**src/rtl/dcc_consts.svh**
```systemverilog
`ifndef DCC_CONSTS_SVH
`define DCC_CONSTS_SVH

// Register offsets
`define DCC_ADDR_LEFT1_ATT     7'h03
`define DCC_ADDR_RIGHT1_ATT    7'h04
`define DCC_ADDR_PHASE_CTRL    7'h05
`define DCC_ADDR_ZF_EN_A       7'h07
`define DCC_ADDR_ZF_EN_B       7'h08

// Reset values
`define DCC_RST_ATT            8'hff
`define DCC_RST_PHASE_CTRL     8'h00
`define DCC_RST_ZF_EN_A        8'h01
`define DCC_RST_ZF_EN_B        8'h00

// Field positions in the phase / swap / speed register
`define DCC_BIT_INV_LEFT1      7
`define DCC_BIT_INV_RIGHT1     6
`define DCC_BIT_INV_LEFT2      5
`define DCC_BIT_INV_RIGHT2     4
`define DCC_BIT_PAIR2_SWAP     3
`define DCC_BIT_SPEED_TOP      1
`define DCC_BIT_SUPER_GENTLE   0

// Field positions in the zero-flag enable registers
`define DCC_BIT_ZFA_RIGHT2     7
`define DCC_BIT_ZFA_RIGHT4     6
`define DCC_BIT_ZFA_LEFT3      5
`define DCC_BIT_ZFA_LEFT1      4
`define DCC_BIT_ZFB_RIGHT1     7
`define DCC_BIT_ZFB_RIGHT3     6
`define DCC_BIT_ZFB_LEFT2      5
`define DCC_BIT_ZFB_LEFT4      4

// Gain codes
`define DCC_GAIN_FULL          8'hff
`define DCC_GAIN_MUTE          8'h00

// Ramp: samples per gain step for each ramp-time code (total / 255 codes)
`define DCC_RAMP_TOTAL_0       4080
`define DCC_RAMP_TOTAL_1       2040
`define DCC_RAMP_TOTAL_2       510
`define DCC_RAMP_TOTAL_3       255
`define DCC_RAMP_CODES         255

// Serial control frame
`define DCC_FRAME_BITS         16
`define DCC_DATA_BITS          8

`endif

```
**src/rtl/dcc_pkg.sv**
```systemverilog
package dcc_pkg;

    typedef enum logic [1:0] {
        SPEED_NORMAL,
        SPEED_DOUBLE,
        SPEED_QUAD,
        SPEED_UNDEFINED
    } dcc_speed_type;

    typedef struct packed {
        logic [31:0] left;
        logic [31:0] right;
    } dcc_pair_type;

    typedef struct packed {
        logic [7:0] gainLeft;
        logic [7:0] gainRight;
        logic       muteLeft;
        logic       muteRight;
    } dcc_gain_type;

endpackage

```
**src/rtl/dcc_channel_control.sv**
```systemverilog
`timescale 1ns/1ps
`include "dcc_consts.svh"
// Operation
// - Gain code 0xFF is 0dB, -0.5dB per step
// - Code one is -127dB, zero mutes
// - Left1/right1 attenuation read/write, reset 0xFF
// - Phase-invert bits flip matching output polarity
// - Swap clear: pair2 left-left, right-right
// - Swap set: pair2 left/right outputs exchanged
// - Speed code 000/001/010 normal/double/quad
// - Super-gentle roll-off enable bit, default off
// - Per-channel enables gate zero detection to pin
// - Zero-flag enable A resets to 0x01
// - Phase/swap/speed register resets to 0x00
// - Zero-flag enable B resets to 0x00
// - Polarity bit selects zero-flag active level
// - Power-down pin low restores register and gain defaults; audio outputs keep updating
// - Gain changes ramp over selected sample periods
// - Speed low bits come from pins speed_code_mid and speed_code_low
module dcc_channel_control (
    input  wire logic                 clk,
    input  wire logic                 resetn,
    input  wire logic                 power_down_pin,
    input  wire logic                 ctrlCsN,
    input  wire logic                 ctrlClk,
    input  wire logic                 ctrlDataIn,
    output logic                      ctrlDataOut,
    output logic                      ctrlDataOutEnN,
    input  wire logic                 speed_code_mid,
    input  wire logic                 speed_code_low,
    input  wire logic                 zero_flag_polarity,
    input  wire logic [1:0]           gain_ramp_time,
    input  wire logic                 sampleTick,
    input  wire dcc_pkg::dcc_pair_type pair1In,
    input  wire dcc_pkg::dcc_pair_type pair2In,
    input  wire logic [7:0]           zeroDetect,
    output dcc_pkg::dcc_pair_type     pair1Out,
    output dcc_pkg::dcc_pair_type     pair2Out,
    output dcc_pkg::dcc_gain_type     gainPair1,
    output dcc_pkg::dcc_speed_type    speedMode,
    output logic                      super_gentle_rolloff_en,
    output logic                      zero_flag_pin
);

    // ==========================================================
    // Pin synchronisers
    // ==========================================================
    logic [1:0] csSync_r;
    logic [1:0] sclkSync_r;
    logic [1:0] sdiSync_r;
    logic [1:0] pdnSync_r;
    logic [1:0] spdSync_r;
    logic [1:0] spdLowSync_r;
    logic [1:0] polSync_r;
    logic       sclkPrev_r;

    always_ff @(posedge clk or negedge resetn) begin
        if (!resetn) begin
            csSync_r     <= 2'h3;
            sclkSync_r   <= 2'h0;
            sdiSync_r    <= 2'h0;
            pdnSync_r    <= 2'h3;
            spdSync_r    <= 2'h0;
            spdLowSync_r <= 2'h0;
            polSync_r    <= 2'h0;
            sclkPrev_r   <= 1'b0;
        end else begin
            csSync_r     <= {csSync_r[0], ctrlCsN};
            sclkSync_r   <= {sclkSync_r[0], ctrlClk};
            sdiSync_r    <= {sdiSync_r[0], ctrlDataIn};
            pdnSync_r    <= {pdnSync_r[0], power_down_pin};
            spdSync_r    <= {spdSync_r[0], speed_code_mid};
            spdLowSync_r <= {spdLowSync_r[0], speed_code_low};
            polSync_r    <= {polSync_r[0], zero_flag_polarity};
            sclkPrev_r   <= sclkSync_r[1];
        end
    end

    logic csActive;
    logic sclkRise;
    logic sclkFall;
    logic powerDown;

    assign csActive  = !csSync_r[1];
    assign sclkRise  = csActive && sclkSync_r[1] && !sclkPrev_r;
    assign sclkFall  = csActive && !sclkSync_r[1] && sclkPrev_r;
    assign powerDown = !pdnSync_r[1];

    // ==========================================================
    // Serial control slave: R/W, 7-bit address, 8 data bits, MSB first
    // ==========================================================
    logic [14:0] shift_r;
    logic [4:0]  bitCount_r;
    logic [7:0]  readShift_r;
    logic        isRead_r;
    logic        writeStrobe;
    logic [6:0]  frameAddr;
    logic [7:0]  readData;
    logic [6:0]  readAddr;

    // On the eighth rising edge the address is still the low bits plus the incoming bit
    assign readAddr    = {shift_r[5:0], sdiSync_r[1]};
    assign frameAddr   = shift_r[13:7];
    assign writeStrobe = sclkRise && (bitCount_r == 5'(`DCC_FRAME_BITS - 1)) && shift_r[14];

    always_ff @(posedge clk or negedge resetn) begin
        if (!resetn) begin
            shift_r    <= 15'h0000;
            bitCount_r <= 5'h00;
        end else if (!csActive) begin
            bitCount_r <= 5'h00;
        end else if (sclkRise) begin
            shift_r <= {shift_r[13:0], sdiSync_r[1]};
            if (bitCount_r != 5'(`DCC_FRAME_BITS))
                bitCount_r <= bitCount_r + 5'h01;
        end
    end

    // Read data is loaded once the address is complete and shifted out on falling edges,
    // so the host samples each bit on the following rising edge.
    always_ff @(posedge clk or negedge resetn) begin
        if (!resetn) begin
            readShift_r <= 8'h00;
            isRead_r    <= 1'b0;
        end else if (!csActive) begin
            isRead_r <= 1'b0;
        end else if (sclkRise && bitCount_r == 5'(`DCC_FRAME_BITS - `DCC_DATA_BITS - 1)) begin
            isRead_r    <= !shift_r[6];
            readShift_r <= readData;
        end else if (sclkFall && isRead_r && bitCount_r > 5'(`DCC_FRAME_BITS - `DCC_DATA_BITS)) begin
            readShift_r <= {readShift_r[6:0], 1'b0};
        end
    end

    always_ff @(posedge clk or negedge resetn) begin
        if (!resetn) begin
            ctrlDataOut    <= 1'b0;
            ctrlDataOutEnN <= 1'b1;
        end else begin
            ctrlDataOut    <= readShift_r[7];
            ctrlDataOutEnN <= !(isRead_r && csActive);
        end
    end

    // ==========================================================
    // Register bank
    // ==========================================================
    logic [7:0] left1Att_r;
    logic [7:0] right1Att_r;
    logic [7:0] phaseCtrl_r;
    logic [7:0] zfEnA_r;
    logic [7:0] zfEnB_r;

    // Reserved bits are stored like any other bit and read back as written
    always_ff @(posedge clk or negedge resetn) begin
        if (!resetn) begin
            left1Att_r  <= `DCC_RST_ATT;
            right1Att_r <= `DCC_RST_ATT;
            phaseCtrl_r <= `DCC_RST_PHASE_CTRL;
            zfEnA_r     <= `DCC_RST_ZF_EN_A;
            zfEnB_r     <= `DCC_RST_ZF_EN_B;
        end else if (powerDown) begin
            left1Att_r  <= `DCC_RST_ATT;
            right1Att_r <= `DCC_RST_ATT;
            phaseCtrl_r <= `DCC_RST_PHASE_CTRL;
            zfEnA_r     <= `DCC_RST_ZF_EN_A;
            zfEnB_r     <= `DCC_RST_ZF_EN_B;
        end else if (writeStrobe) begin
            unique case (frameAddr)
                `DCC_ADDR_LEFT1_ATT:  left1Att_r  <= {shift_r[6:0], sdiSync_r[1]};
                `DCC_ADDR_RIGHT1_ATT: right1Att_r <= {shift_r[6:0], sdiSync_r[1]};
                `DCC_ADDR_PHASE_CTRL: phaseCtrl_r <= {shift_r[6:0], sdiSync_r[1]};
                `DCC_ADDR_ZF_EN_A:    zfEnA_r     <= {shift_r[6:0], sdiSync_r[1]};
                `DCC_ADDR_ZF_EN_B:    zfEnB_r     <= {shift_r[6:0], sdiSync_r[1]};
                default: ;
            endcase
        end
    end

    always_comb begin
        unique case (readAddr)
            `DCC_ADDR_LEFT1_ATT:  readData = left1Att_r;
            `DCC_ADDR_RIGHT1_ATT: readData = right1Att_r;
            `DCC_ADDR_PHASE_CTRL: readData = phaseCtrl_r;
            `DCC_ADDR_ZF_EN_A:    readData = zfEnA_r;
            `DCC_ADDR_ZF_EN_B:    readData = zfEnB_r;
            default:              readData = 8'h00;
        endcase
    end

    // ==========================================================
    // Speed and filter decode
    // ==========================================================
    logic [2:0] speedCode;

    assign speedCode = {phaseCtrl_r[`DCC_BIT_SPEED_TOP], spdSync_r[1], spdLowSync_r[1]};

    // Undefined codes are flagged rather than aliased so the core can hold its last mode
    always_ff @(posedge clk or negedge resetn) begin
        if (!resetn) begin
            speedMode <= dcc_pkg::SPEED_NORMAL;
        end else begin
            unique case (speedCode)
                3'h0:    speedMode <= dcc_pkg::SPEED_NORMAL;
                3'h1:    speedMode <= dcc_pkg::SPEED_DOUBLE;
                3'h2:    speedMode <= dcc_pkg::SPEED_QUAD;
                default: speedMode <= dcc_pkg::SPEED_UNDEFINED;
            endcase
        end
    end

    assign super_gentle_rolloff_en = phaseCtrl_r[`DCC_BIT_SUPER_GENTLE];

    // ==========================================================
    // Gain ramp, one code per step interval
    // ==========================================================
    logic [4:0] stepLen;
    logic [4:0] stepCount_r;
    logic       stepTick;
    logic [7:0] gainLeft_r;
    logic [7:0] gainRight_r;

    always_comb begin
        unique case (gain_ramp_time)
            2'h0: stepLen = 5'(`DCC_RAMP_TOTAL_0 / `DCC_RAMP_CODES);
            2'h1: stepLen = 5'(`DCC_RAMP_TOTAL_1 / `DCC_RAMP_CODES);
            2'h2: stepLen = 5'(`DCC_RAMP_TOTAL_2 / `DCC_RAMP_CODES);
            2'h3: stepLen = 5'(`DCC_RAMP_TOTAL_3 / `DCC_RAMP_CODES);
        endcase
    end

    assign stepTick = sampleTick && (stepCount_r + 5'h01 >= stepLen);

    always_ff @(posedge clk or negedge resetn) begin
        if (!resetn) begin
            stepCount_r <= 5'h00;
        end else if (sampleTick) begin
            stepCount_r <= stepTick ? 5'h00 : stepCount_r + 5'h01;
        end
    end

    always_ff @(posedge clk or negedge resetn) begin
        if (!resetn) begin
            gainLeft_r  <= `DCC_GAIN_FULL;
            gainRight_r <= `DCC_GAIN_FULL;
        end else if (powerDown) begin
            gainLeft_r  <= `DCC_GAIN_FULL;
            gainRight_r <= `DCC_GAIN_FULL;
        end else if (stepTick) begin
            if (gainLeft_r < left1Att_r)
                gainLeft_r <= gainLeft_r + 8'h01;
            else if (gainLeft_r > left1Att_r)
                gainLeft_r <= gainLeft_r - 8'h01;
            if (gainRight_r < right1Att_r)
                gainRight_r <= gainRight_r + 8'h01;
            else if (gainRight_r > right1Att_r)
                gainRight_r <= gainRight_r - 8'h01;
        end
    end

    // Code is dB*2 above -127.5dB; the multiplier downstream maps it, zero forces silence
    assign gainPair1.gainLeft  = gainLeft_r;
    assign gainPair1.gainRight = gainRight_r;
    assign gainPair1.muteLeft  = (gainLeft_r == `DCC_GAIN_MUTE);
    assign gainPair1.muteRight = (gainRight_r == `DCC_GAIN_MUTE);

    // ==========================================================
    // Output routing and polarity
    // ==========================================================
    logic [31:0] pair2Left;
    logic [31:0] pair2Right;

    assign pair2Left  = phaseCtrl_r[`DCC_BIT_PAIR2_SWAP] ? pair2In.right : pair2In.left;
    assign pair2Right = phaseCtrl_r[`DCC_BIT_PAIR2_SWAP] ? pair2In.left  : pair2In.right;

    always_ff @(posedge clk or negedge resetn) begin
        if (!resetn) begin
            pair1Out <= '0;
            pair2Out <= '0;
        end else if (sampleTick) begin
            pair1Out.left  <= phaseCtrl_r[`DCC_BIT_INV_LEFT1]  ? 32'h0000_0000 - pair1In.left  : pair1In.left;
            pair1Out.right <= phaseCtrl_r[`DCC_BIT_INV_RIGHT1] ? 32'h0000_0000 - pair1In.right : pair1In.right;
            pair2Out.left  <= phaseCtrl_r[`DCC_BIT_INV_LEFT2]  ? 32'h0000_0000 - pair2Left     : pair2Left;
            pair2Out.right <= phaseCtrl_r[`DCC_BIT_INV_RIGHT2] ? 32'h0000_0000 - pair2Right    : pair2Right;
        end
    end

    // ==========================================================
    // Zero flag
    // ==========================================================
    // zeroDetect order: [0]L1 [1]R1 [2]L2 [3]R2 [4]L3 [5]R3 [6]L4 [7]R4, taken from input data
    logic [7:0] zfEnable;
    logic       zeroHit;

    assign zfEnable = {zfEnA_r[`DCC_BIT_ZFA_RIGHT4], zfEnB_r[`DCC_BIT_ZFB_LEFT4],
                       zfEnB_r[`DCC_BIT_ZFB_RIGHT3], zfEnA_r[`DCC_BIT_ZFA_LEFT3],
                       zfEnA_r[`DCC_BIT_ZFA_RIGHT2], zfEnB_r[`DCC_BIT_ZFB_LEFT2],
                       zfEnB_r[`DCC_BIT_ZFB_RIGHT1], zfEnA_r[`DCC_BIT_ZFA_LEFT1]};

    // All enabled channels must be silent; with none enabled the flag never fires
    assign zeroHit = (|zfEnable) && ((zeroDetect & zfEnable) == zfEnable);

    always_ff @(posedge clk or negedge resetn) begin
        if (!resetn) begin
            zero_flag_pin <= 1'b0;
        end else begin
            zero_flag_pin <= zeroHit ^ polSync_r[1];
        end
    end

endmodule

```
**config.mk**
```make
export PLATFORM = sky130hd
export DESIGN_NAME = dcc_channel_control
export DESIGN_NICKNAME = d
export VERILOG_FILES = /design/src/rtl/dcc_pkg.sv /design/src/rtl/dcc_channel_control.sv
export VERILOG_INCLUDE_DIRS = /design/src /design/src/rtl
export SDC_FILE = /design/constraint.sdc
export NUM_CORES = 1
export LEC_CHECK = 0
export ABC_AREA = 1
export BUFFER_PORTS_ARGS = -buffer_cell sky130_fd_sc_hd__buf_2
export CORE_ASPECT_RATIO = 1.4
export CORE_MARGIN = 1.5
export CORE_UTILIZATION = 56
export CTS_CLUSTER_DIAMETER = 80
export CTS_CLUSTER_SIZE = 14
export DETAILED_ROUTE_END_ITERATION = 8
export PLACE_DENSITY = 0.81
export REMOVE_ABC_BUFFERS = 1
export SYNTH_ARGS = -nofsm -noshare
export SYNTH_HDL_FRONTEND = slang
export SYNTH_SLANG_ARGS = --single-unit
export TNS_END_PERCENT = 50
```
**constraint.sdc**
```tcl
create_clock -name clk -period 3.1 [get_ports clk]
set_input_delay 0.62 -clock clk [delete_from_list [all_inputs] [get_ports clk]]
set_output_delay 0.62 -clock clk [all_outputs]
set_load 0.03 [all_outputs]
```
Word level (Yosys, flattened, before mapping)
Cells that the tools add are included.
Word-level totals
  register bits after elaboration: 238
  input port bits: 148
  output and inout port bits: 152
  logic and storage cells: 151
Cells by class
  add/subtract/negate cells: 10
  order comparisons: 6
  eq/ne operators: 28
  multiplexer cells: 40
  bitwise gates (word level): 3
  reduce and logical (&&, ||, !) cells: 36
Operators with widths (count)
  $mux 8: 25
  $mux 32: 6
  $sub 1x32->32 const A: 4
  $eq 7x3->1 const B: 6
  $pmux 8 s5: 1
  $mux 5: 4
  $pmux 5 s4: 1
  $reduce_and 2->1: 10
  $add 8x1->8 const B: 2
  $gt 8x8->1: 2
  $logic_not 8->1: 2
  $lt 8x8->1: 2
  $sub 8x1->8 const B: 2
  $eq 7x2->1 const B: 2
  $eq 7x4->1 const B: 2
  $ne 2x1->1 const B: 7
  $logic_and 1x1->1: 12
  $add 5x1->5 const B: 2
  $and 8x8->8: 1
  $eq 8x8->1: 1
  $reduce_bool 2->1: 4
  $reduce_or 8->1: 1
  $ne 3x1->1 const B: 2
  $pmux 2 s3: 1
  other kinds (15): 21

Depth between registers and ports, before layout
Gate-level depths: netlist (run 1).
  depth in word-level cells: 7
  mapped depth: 18
  gate-level depth less buffers: 18

Least setup slack after synthesis (run 1)
Ideal clock, no wire load.
  kind: register to register
  start: reg gainRight_r[1]
  end: reg gainRight_r[4]
  setup time: 79 ps
  arrival: 2484 ps
  slack: 537 ps
  stages on the path, launching flop included: 15
  path buffers: 0
  period minus slack after synthesis: 2563 ps
  cells stage by stage: dfstp_2 -> ha_1 -> inv_1 -> nor2_1 -> o21ai_0 -> nand2_1 -> nand2_1 -> nand2_1 -> ha_1 -> inv_1 -> o21ai_0 -> a31oi_1 -> nand2_1 -> nor3b_1 -> o21ai_0
On the way
  longest elaborated chain between the ends: 5
  elaborated cells on any way between the ends: 10
  classes of those cells: add/sub: 2; order compare: 2; eq/ne: 1; mux: 4; reduce/logical: 1
RTL lines
  start, declared: line dcc_channel_control.sv:221  | logic [7:0] gainRight_r;
  start signal, assigned: line dcc_channel_control.sv:245  | gainRight_r <= `DCC_GAIN_FULL;
  start signal, assigned: line dcc_channel_control.sv:248  | gainRight_r <= `DCC_GAIN_FULL;
  start signal, assigned: line dcc_channel_control.sv:255  | gainRight_r <= gainRight_r + 8'h01;
  $sub 8x1->8: line dcc_channel_control.sv:257  | gainRight_r <= gainRight_r - 8'h01;
  $mux 8: line dcc_channel_control.sv:256  | else if (gainRight_r > right1Att_r)
  $mux 8: line dcc_channel_control.sv:254  | if (gainRight_r < right1Att_r)
  $mux 8: line dcc_channel_control.sv:249  | end else if (stepTick) begin
  $mux 8: line dcc_channel_control.sv:246  | end else if (powerDown) begin
Several ways; a longest one is shown, not always the timed one. The select of a mux whose other input is x is not followed.
A chain may end at the register's enable or synchronous reset.

Worst setup path in the final report (run 1)
  start: reg left1Att_r[7]
  end: reg gainLeft_r[5]
On the way
  longest elaborated chain between the ends: 4
  elaborated cells on any way between the ends: 7
  classes of those cells: order compare: 2; eq/ne: 1; mux: 3; reduce/logical: 1
RTL lines
  start, declared: line dcc_channel_control.sv:148  | logic [7:0] left1Att_r;
  start signal, assigned: line dcc_channel_control.sv:157  | left1Att_r <= `DCC_RST_ATT;
  start signal, assigned: line dcc_channel_control.sv:163  | left1Att_r <= `DCC_RST_ATT;
  start signal, assigned: line dcc_channel_control.sv:170  | `DCC_ADDR_LEFT1_ATT: left1Att_r <= {shift_r[6:0], sdiSync_r[1]};
  $lt 8x8->1: line dcc_channel_control.sv:250  | if (gainLeft_r < left1Att_r)
  $mux 8: line dcc_channel_control.sv:250
  $mux 8: line dcc_channel_control.sv:249
  $mux 8: line dcc_channel_control.sv:246
  end signal, assigned: line dcc_channel_control.sv:247  | gainLeft_r <= `DCC_GAIN_FULL;
  end signal, assigned: line dcc_channel_control.sv:251  | gainLeft_r <= gainLeft_r + 8'h01;
  end signal, assigned: line dcc_channel_control.sv:253  | gainLeft_r <= gainLeft_r - 8'h01;
  end, declared: line dcc_channel_control.sv:220  | logic [7:0] gainLeft_r;
Several ways; a longest one is shown, not always the timed one. The select of a mux whose other input is x is not followed.

==> results.md, run 1 <==
* Hold Crit Class: input pin to asynchronous set/reset pin
* Post-Syn Area at 0.0151 mm²
* Largest net degree at the start of global routing at 92
* Cts hold-fix bufs at 0
* Proportion of layout cells with a drive suffix above 1 at 17.8%
* Clock Tree Buf Depth at 3
* FP Rows at 71
* CP Max Fanout at 10
* Chip Width at 142 µm
* CORE AREA at 0.0267 mm²
* Slew @ Worst Pin at 0.840 ns
* Period utilization at 90.1%
* Crit path kind: register to register
* Vias in the first global route at 14,600
* Largest delay contributor family on the critical path: adder cells
* Worst Path Buf+Inv at 2
* Fin. max-slew vios at 0
* Final Hold Slack at 0.120 ns
* CTS H-Tree Depth at 1
* Post-place setup slack at 0.337 ns
* RSZ-0062 raised after global routing: no
* Average size of a mapped cell at 6.93 µm²
* Final Hold Fails at 0
* CTS Buf Count at 20
* MaxCap Viol Count at 0
* Clk_lat worst skew at 0.51 ns
* Grt ovf at 0
* Minimum clock period at 2.79 ns
* Post-DP HPWL at 34,100 µm
* Initial Util at 56.5%
* Routed len/inst at 15.7 µm
* Routability cong. at 0.984
* Initial antenna violation count at 3
* Static leakage at 9.12 nW
* Total Routed Length at 44,500 µm
* Power Dens Cells at 723 mW/mm²
* Rel. slew slack at 44.0%
* Post-Syn Instances at 2,182
* Critical path endpoint category: register
* Syn-to-layout area delta at 16.0%
* Starting DRC count in detailed routing at 1,051
* RR Startpoint: left1Att_r[7]
* Area after DPL at 0.0170 mm²
* Clock Skew at 0.0149 ns
* Cell count after placement at 2,800
* Die area at 0.0280 mm²
* Synth warn at 0
* Critical Path Start Type: register
* R2r endpoint: gainLeft_r[5]
* CP max-delay cell: dfstp_2
* Sum Neg Setup Slack at 0 ns
* Post-DRT Antenna Nets at 0
* Max Clk Rate at 0.358 GHz
* Max rail drop VDD at 861 µV
* Crit-path cells: inv_1 > ha_1 > nand2_1 > inv_1 > nor2_1 > o21a_1 > nand2_1 > ha_1 > nand3_1 > nand3_1 > a21oi_1 > o21ai_0 > a21oi_1 > o21ai_0
* Final core occ at 65.6%
* Post-CTS Setup Inserts at 0
* # setup viols final at 0
* Die height at 197 µm
* Clock sink total at 238
* Required time worst endpoint at 3.52 ns
* Root buffer cell: clkbuf_16
* Reg2Reg Depth at 14
* First-pass GRT wire length at 70,400 µm
* Tot Pwr at 12.7 mW
* Outcome: complete, no violations
* R2R setup slack at 0.31 ns
* DRC violations left at 0
* Via count at 15,600
* Final std cells w/o fill at 2,838
* CP peak stage delay at 0.54 ns
* Seq cells post-synth at 238
* DR pass1 iterations at 6
* I/O Buffers at 299
* Boundary Pins at 300
* Clk slew on worst S/H paths at 0.07 ns
* Vias per cell at 5.49
* Gr usage total at 31.1%
* Resize count post-CTS at 0
* CTS tree: built
* Synth unique cells at 43
* Commonest cells after routing, fill and taps aside: 752 x nand2_1, 297 x buf_2, 211 x inv_1
* Worst Setup Slack, final at 0.306 ns
* Nets@finish at 2,649
* Seq/Total Area, Yosys at 39.7%
* Most common cell after layout, fill and taps aside: nand2_1
* Finished layout cell area at 0.0175 mm²
* CP arrival at 3.22 ns
-- area by class of cell --
class | count | area, µm²
Timing Repair Buffer | 327 | 1770
Inverter | 217 | 817
Clock inverter | 1 | 16.3
Antenna cell | 2 | 5.00
Sequential cell | 238 | 6010
Tap cell | 365 | 457
Clock buffer | 35 | 557
Multi-Input combinational cell | 1653 | 7910
Fill cell | 2380 | 9200
-- report_power, final --
| group | internal, mW | switching (mW) | total (mW) | leakage (nW) |
|---|---|---|---|---|
| sequential | 3.85 | 0.577 | 4.43 | 2.88 |
| clock | 1.22 | 1.16 | 2.39 | 0.271 |
| combinational | 1.91 | 3.95 | 5.86 | 5.96 |
| total | 6.98 | 5.69 | 12.7 | 9.12 |
-- metal layers --
metal	up-vias	global-route usage, %	part of all wire, %
met5	-	0	0.029
li1	7573	-	-
met4	2	16.4	5.5
met3	169	3.52	6.6
met2	646	55.8	50
met1	7200	36.3	38
-- cell families (layout without fill, tap and decap cells) --
logic type      Yosys count  count (layout)  synth area share [%]
simple gates           1225            1225                  33.5
other cells               0               2                     0
flops                   238             238                  39.7
buf+inv                 291             580                  7.99
fa+ha+maj                44              44                  3.74
compound gates          328             328                  11.8
xor+xnor                 56              56                  3.24
-- how the worst max path moves through the flow --
stage	from	endpoint	cells after the start
CTS	left1Att_r[1]	gainLeft_r[5]	15
finish	left1Att_r[7]	gainLeft_r[5]	14
floorplan	phaseCtrl_r[3]	pair2Out[44]	9
global placement	right1Att_r[1]	gainRight_r[5]	15
detailed placement	left1Att_r[1]	gainLeft_r[5]	15
global route	gainRight_r[1]	gainRight_r[5]	14
-- synthesized netlist by cell type --
cell type	count	area share [%]
xor2_1	38	2.2
nand3_1	164	5.4
dfrtp_1	200	33
o31ai_1	3	0.15
buf_1	3	0.074
a21oi_1	43	1.4
nand2_1	752	19
nor2_1	210	5.2
buf_2	9	0.30
nand2_2	11	0.46
inv_1	212	5.3
and3_1	1	0.041
dfstp_2	38	6.6
clkbuf_1	47	1.2
nor3_1	17	0.56
o21ai_2	11	0.64
ha_1	42	3.5
o21bai_1	3	0.15
o21a_1	2	0.099
inv_2	3	0.074
a31oi_1	18	0.74
buf_8	1	0.099
o22ai_1	18	0.74
xnor2_1	18	1.0
buf_4	3	0.15
buf_6	11	0.82
nor3b_1	2	0.099
o211ai_1	5	0.25
or2_2	14	0.58
o21ai_1	27	0.89
a41oi_1	2	0.12
or2_1	1	0.041
fa_1	2	0.26
nor2_4	5	0.37
nand3b_1	2	0.099
nor4_1	5	0.21
nand4_1	34	1.4
o31ai_4	1	0.14
clkinv_1	2	0.050
o21ai_0	194	6.4
o221ai_1	1	0.058
nand3_2	1	0.066
nor2_2	6	0.25
-- registers in the layout, summed over array words and instances, names as in the netlist, 5 cells and up --
| register | flops |
|---|---|
| pair1Out | 64 |
| pair2Out | 64 |
| shift_r | 15 |
| gainLeft_r | 8 |
| gainRight_r | 8 |
| left1Att_r | 8 |
| phaseCtrl_r | 8 |
| readShift_r | 8 |
| right1Att_r | 8 |
| zfEnA_r | 8 |
| zfEnB_r | 8 |
| bitCount_r | 5 |
| stepCount_r | 5 |
Power figures use the tool's default switching activity.
==> run 2, diff against run 1 <==
--- a/config.mk
+++ b/config.mk
@@ -9,11 +9,12 @@
 export ABC_AREA = 1
 export BUFFER_PORTS_ARGS = -buffer_cell sky130_fd_sc_hd__buf_2
 export CORE_ASPECT_RATIO = 1.4
-export CORE_MARGIN = 1.5
+export CORE_MARGIN = 2
 export CORE_UTILIZATION = 56
 export CTS_CLUSTER_DIAMETER = 80
 export CTS_CLUSTER_SIZE = 14
 export DETAILED_ROUTE_END_ITERATION = 8
+export MAX_ROUTING_LAYER = met4
 export PLACE_DENSITY = 0.81
 export REMOVE_ABC_BUFFERS = 1
 export SYNTH_ARGS = -nofsm -noshare
==> run 2 against run 1 <==
Die area is 1.2% higher. First-iteration DRC count is 9.2% lower. Combinational power hardly changed. Clock skew is 0.0025 ns lower.
==> results.md, run 2 (same netlist as run 1, synthesis figures left out) <==
* Outcome: complete, no violations
* Total Routed Length at 45,000 µm
* Most common cell after layout, fill and taps aside: nand2_1
* Final Hold Fails at 0
* Initial Util at 56.5%
* Chip Width at 143 µm
* Post-DRT Antenna Nets at 0
* Die area at 0.0283 mm²
* Crit-path cells: inv_2 > o21ai_0 > ha_1 > nand3_1 > nor2_1 > nand2_1 > nand2_2 > xor2_1 > o21ai_0
* Hold Crit Class: input pin to asynchronous set/reset pin
* Period utilization at 92.1%
* Nets@finish at 2,648
* Largest net degree at the start of global routing at 108
* Sum Neg Setup Slack at 0 ns
* Crit path kind: register to register
* Minimum clock period at 2.86 ns
* P_int at 6.99 mW
* CTS H-Tree Depth at 1
* Required time worst endpoint at 3.48 ns
* Proportion of layout cells with a drive suffix above 1 at 17.8%
* Fin. max-slew vios at 0
* Post-DP HPWL at 34,800 µm
* RSZ-0062 raised after global routing: no
* CP Max Fanout at 25
* Largest delay contributor family on the critical path: compound AO/OA/AOI/OAI gates
* Clk_lat worst skew at 0.51 ns
* Flop pwr share at 34.8%
* Logic pwr share at 46.5%
* Initial antenna violation count at 3
* I/O Buffers at 299
* Commonest cells after routing, fill and taps aside: 751 x nand2_1, 298 x buf_2, 211 x inv_1
* Final core occ at 65.6%
* Critical path endpoint category: register
* Clk slew on worst S/H paths at 0.07 ns
* CORE AREA at 0.0267 mm²
* MaxCap Viol Count at 0
* Power Dens Cells at 721 mW/mm²
* Routed len/inst at 15.9 µm
* P_sw at 5.66 mW
* Setup crit start: phaseCtrl_r[3]
* CTS tree: built
* Static leakage at 9.12 nW
* Grt ovf at 0
* Fill cells at 2,428
* First-pass GRT wire length at 70,700 µm
* Clock Skew at 0.0124 ns
* Root buffer cell: clkbuf_16
* Post-CTS Setup Inserts at 0
* Resize count post-CTS at 0
* Clock Tree Buf Depth at 3
* Boundary Pins at 300
* Area after DPL at 0.0170 mm²
* DR pass1 iterations at 6
* FP Rows at 71
* Critical Path Start Type: register
* CP peak stage delay at 0.62 ns
* Starting DRC count in detailed routing at 954
* RR Startpoint: phaseCtrl_r[3]
* Slew @ Worst Pin at 0.760 ns
* Worst Path Buf+Inv at 1
* Max rail drop VDD at 678 µV
* Max Clk Rate at 0.350 GHz
* CP max-delay cell: dfrtp_4
* Syn-to-layout area delta at 16.1%
* Routability cong. at 1.03
* Vias per cell at 5.39
* DRC violations left at 0
* Finished layout cell area at 0.0175 mm²
* Clock sink total at 238
* Rel. slew slack at 49.3%
* Die height at 198 µm
* Cts hold-fix bufs at 0
* Gr usage total at 32.0%
* Final Hold Slack at 0.0350 ns
* CP arrival at 3.23 ns
* Via count at 15,300
* CTS Buf Count at 20
* Largest regs: pair1Out: 64 flops, pair2Out: 64 flops, shift_r: 15 flops
* Vias in the first global route at 14,300
* Clk pwr share at 18.7%
* # setup viols final at 0
* Sw Share at 44.8%
* Crit path top cell by count: o21ai_0
==> run 2: worst reg2reg max path: cells and delay by family, from the launching register on <==
kind	cells	cell delay, ns
AO/OA/AOI/OAI	2	0.73
flip-flops	1	0.62
AND/OR/NAND/NOR	4	0.49
XOR/XNOR	1	0.33
adder cells (fa/ha/maj)	1	0.29
buffers and inverters	1	0.27
==> run 2: power groups by stage <==
stage	Clock, mW	Sequential (mW)	Combinational [mW]
2_1_floorplan	0	5.41	3.09
3_3_place_gp	0	4.42	5.67
3_5_place_dp	0	4.45	5.83
4_1_cts	2.42	4.40	5.86
5_1_grt	2.54	4.49	6.57
6_report	2.37	4.41	5.88
==> run 2: worst paths after layout <==
path | endpoint | slack (ns) | cells after the start
max reg2reg | pair2Out[44] | 0.24 | 9
min reg2reg | sdiSync_r[1] | 0.35 | 0
min | pair2Out[28] | 0.04 | 1
max | pair2Out[44] | 0.24 | 9
min in group clk | polSync_r[0] | 0.21 | 1
max in group asynchronous | gainLeft_r[7] | 2.17 | 2
==> run 2: metal layers <==
metal	wire [µm]	vias up	global-route usage, %
li1	-	7581	-
met1	17400	7038	36.7
met2	22800	566	56.2
met3	2610	133	3.68
met4	2200	0	14.1
met5	0	-	-
==> run 2: per-stage QoR <==
| step | setup WS, ns | instances | power (mW) |
|---|---|---|---|
| 3_5_place_dp | 0.306 | 2799 | 10.3 |
| 4_1_cts | 0.292 | 2835 | 12.7 |
| 2_1_floorplan | -1.50 | 2108 | 8.50 |
| 5_1_grt | 0.0167 | 2838 | 13.6 |
| 6_report | 0.243 | 2840 | 12.7 |
| 3_3_place_gp | 0.350 | 2799 | 10.1 |
==> run 2: layout make-up <==
cell class | instances | area [µm²] | area share, %
Tap cell | 365 | 457 | 2.60
Timing Repair Buffer | 326 | 1770 | 10.1
Antenna cell | 5 | 12.5 | 0.0713
Sequential cell | 238 | 6010 | 34.2
Clock inverter | 1 | 16.3 | 0.0927
Clock buffer | 35 | 557 | 3.17
Inverter | 217 | 817 | 4.66
Multi-Input combinational cell | 1653 | 7910 | 45.1
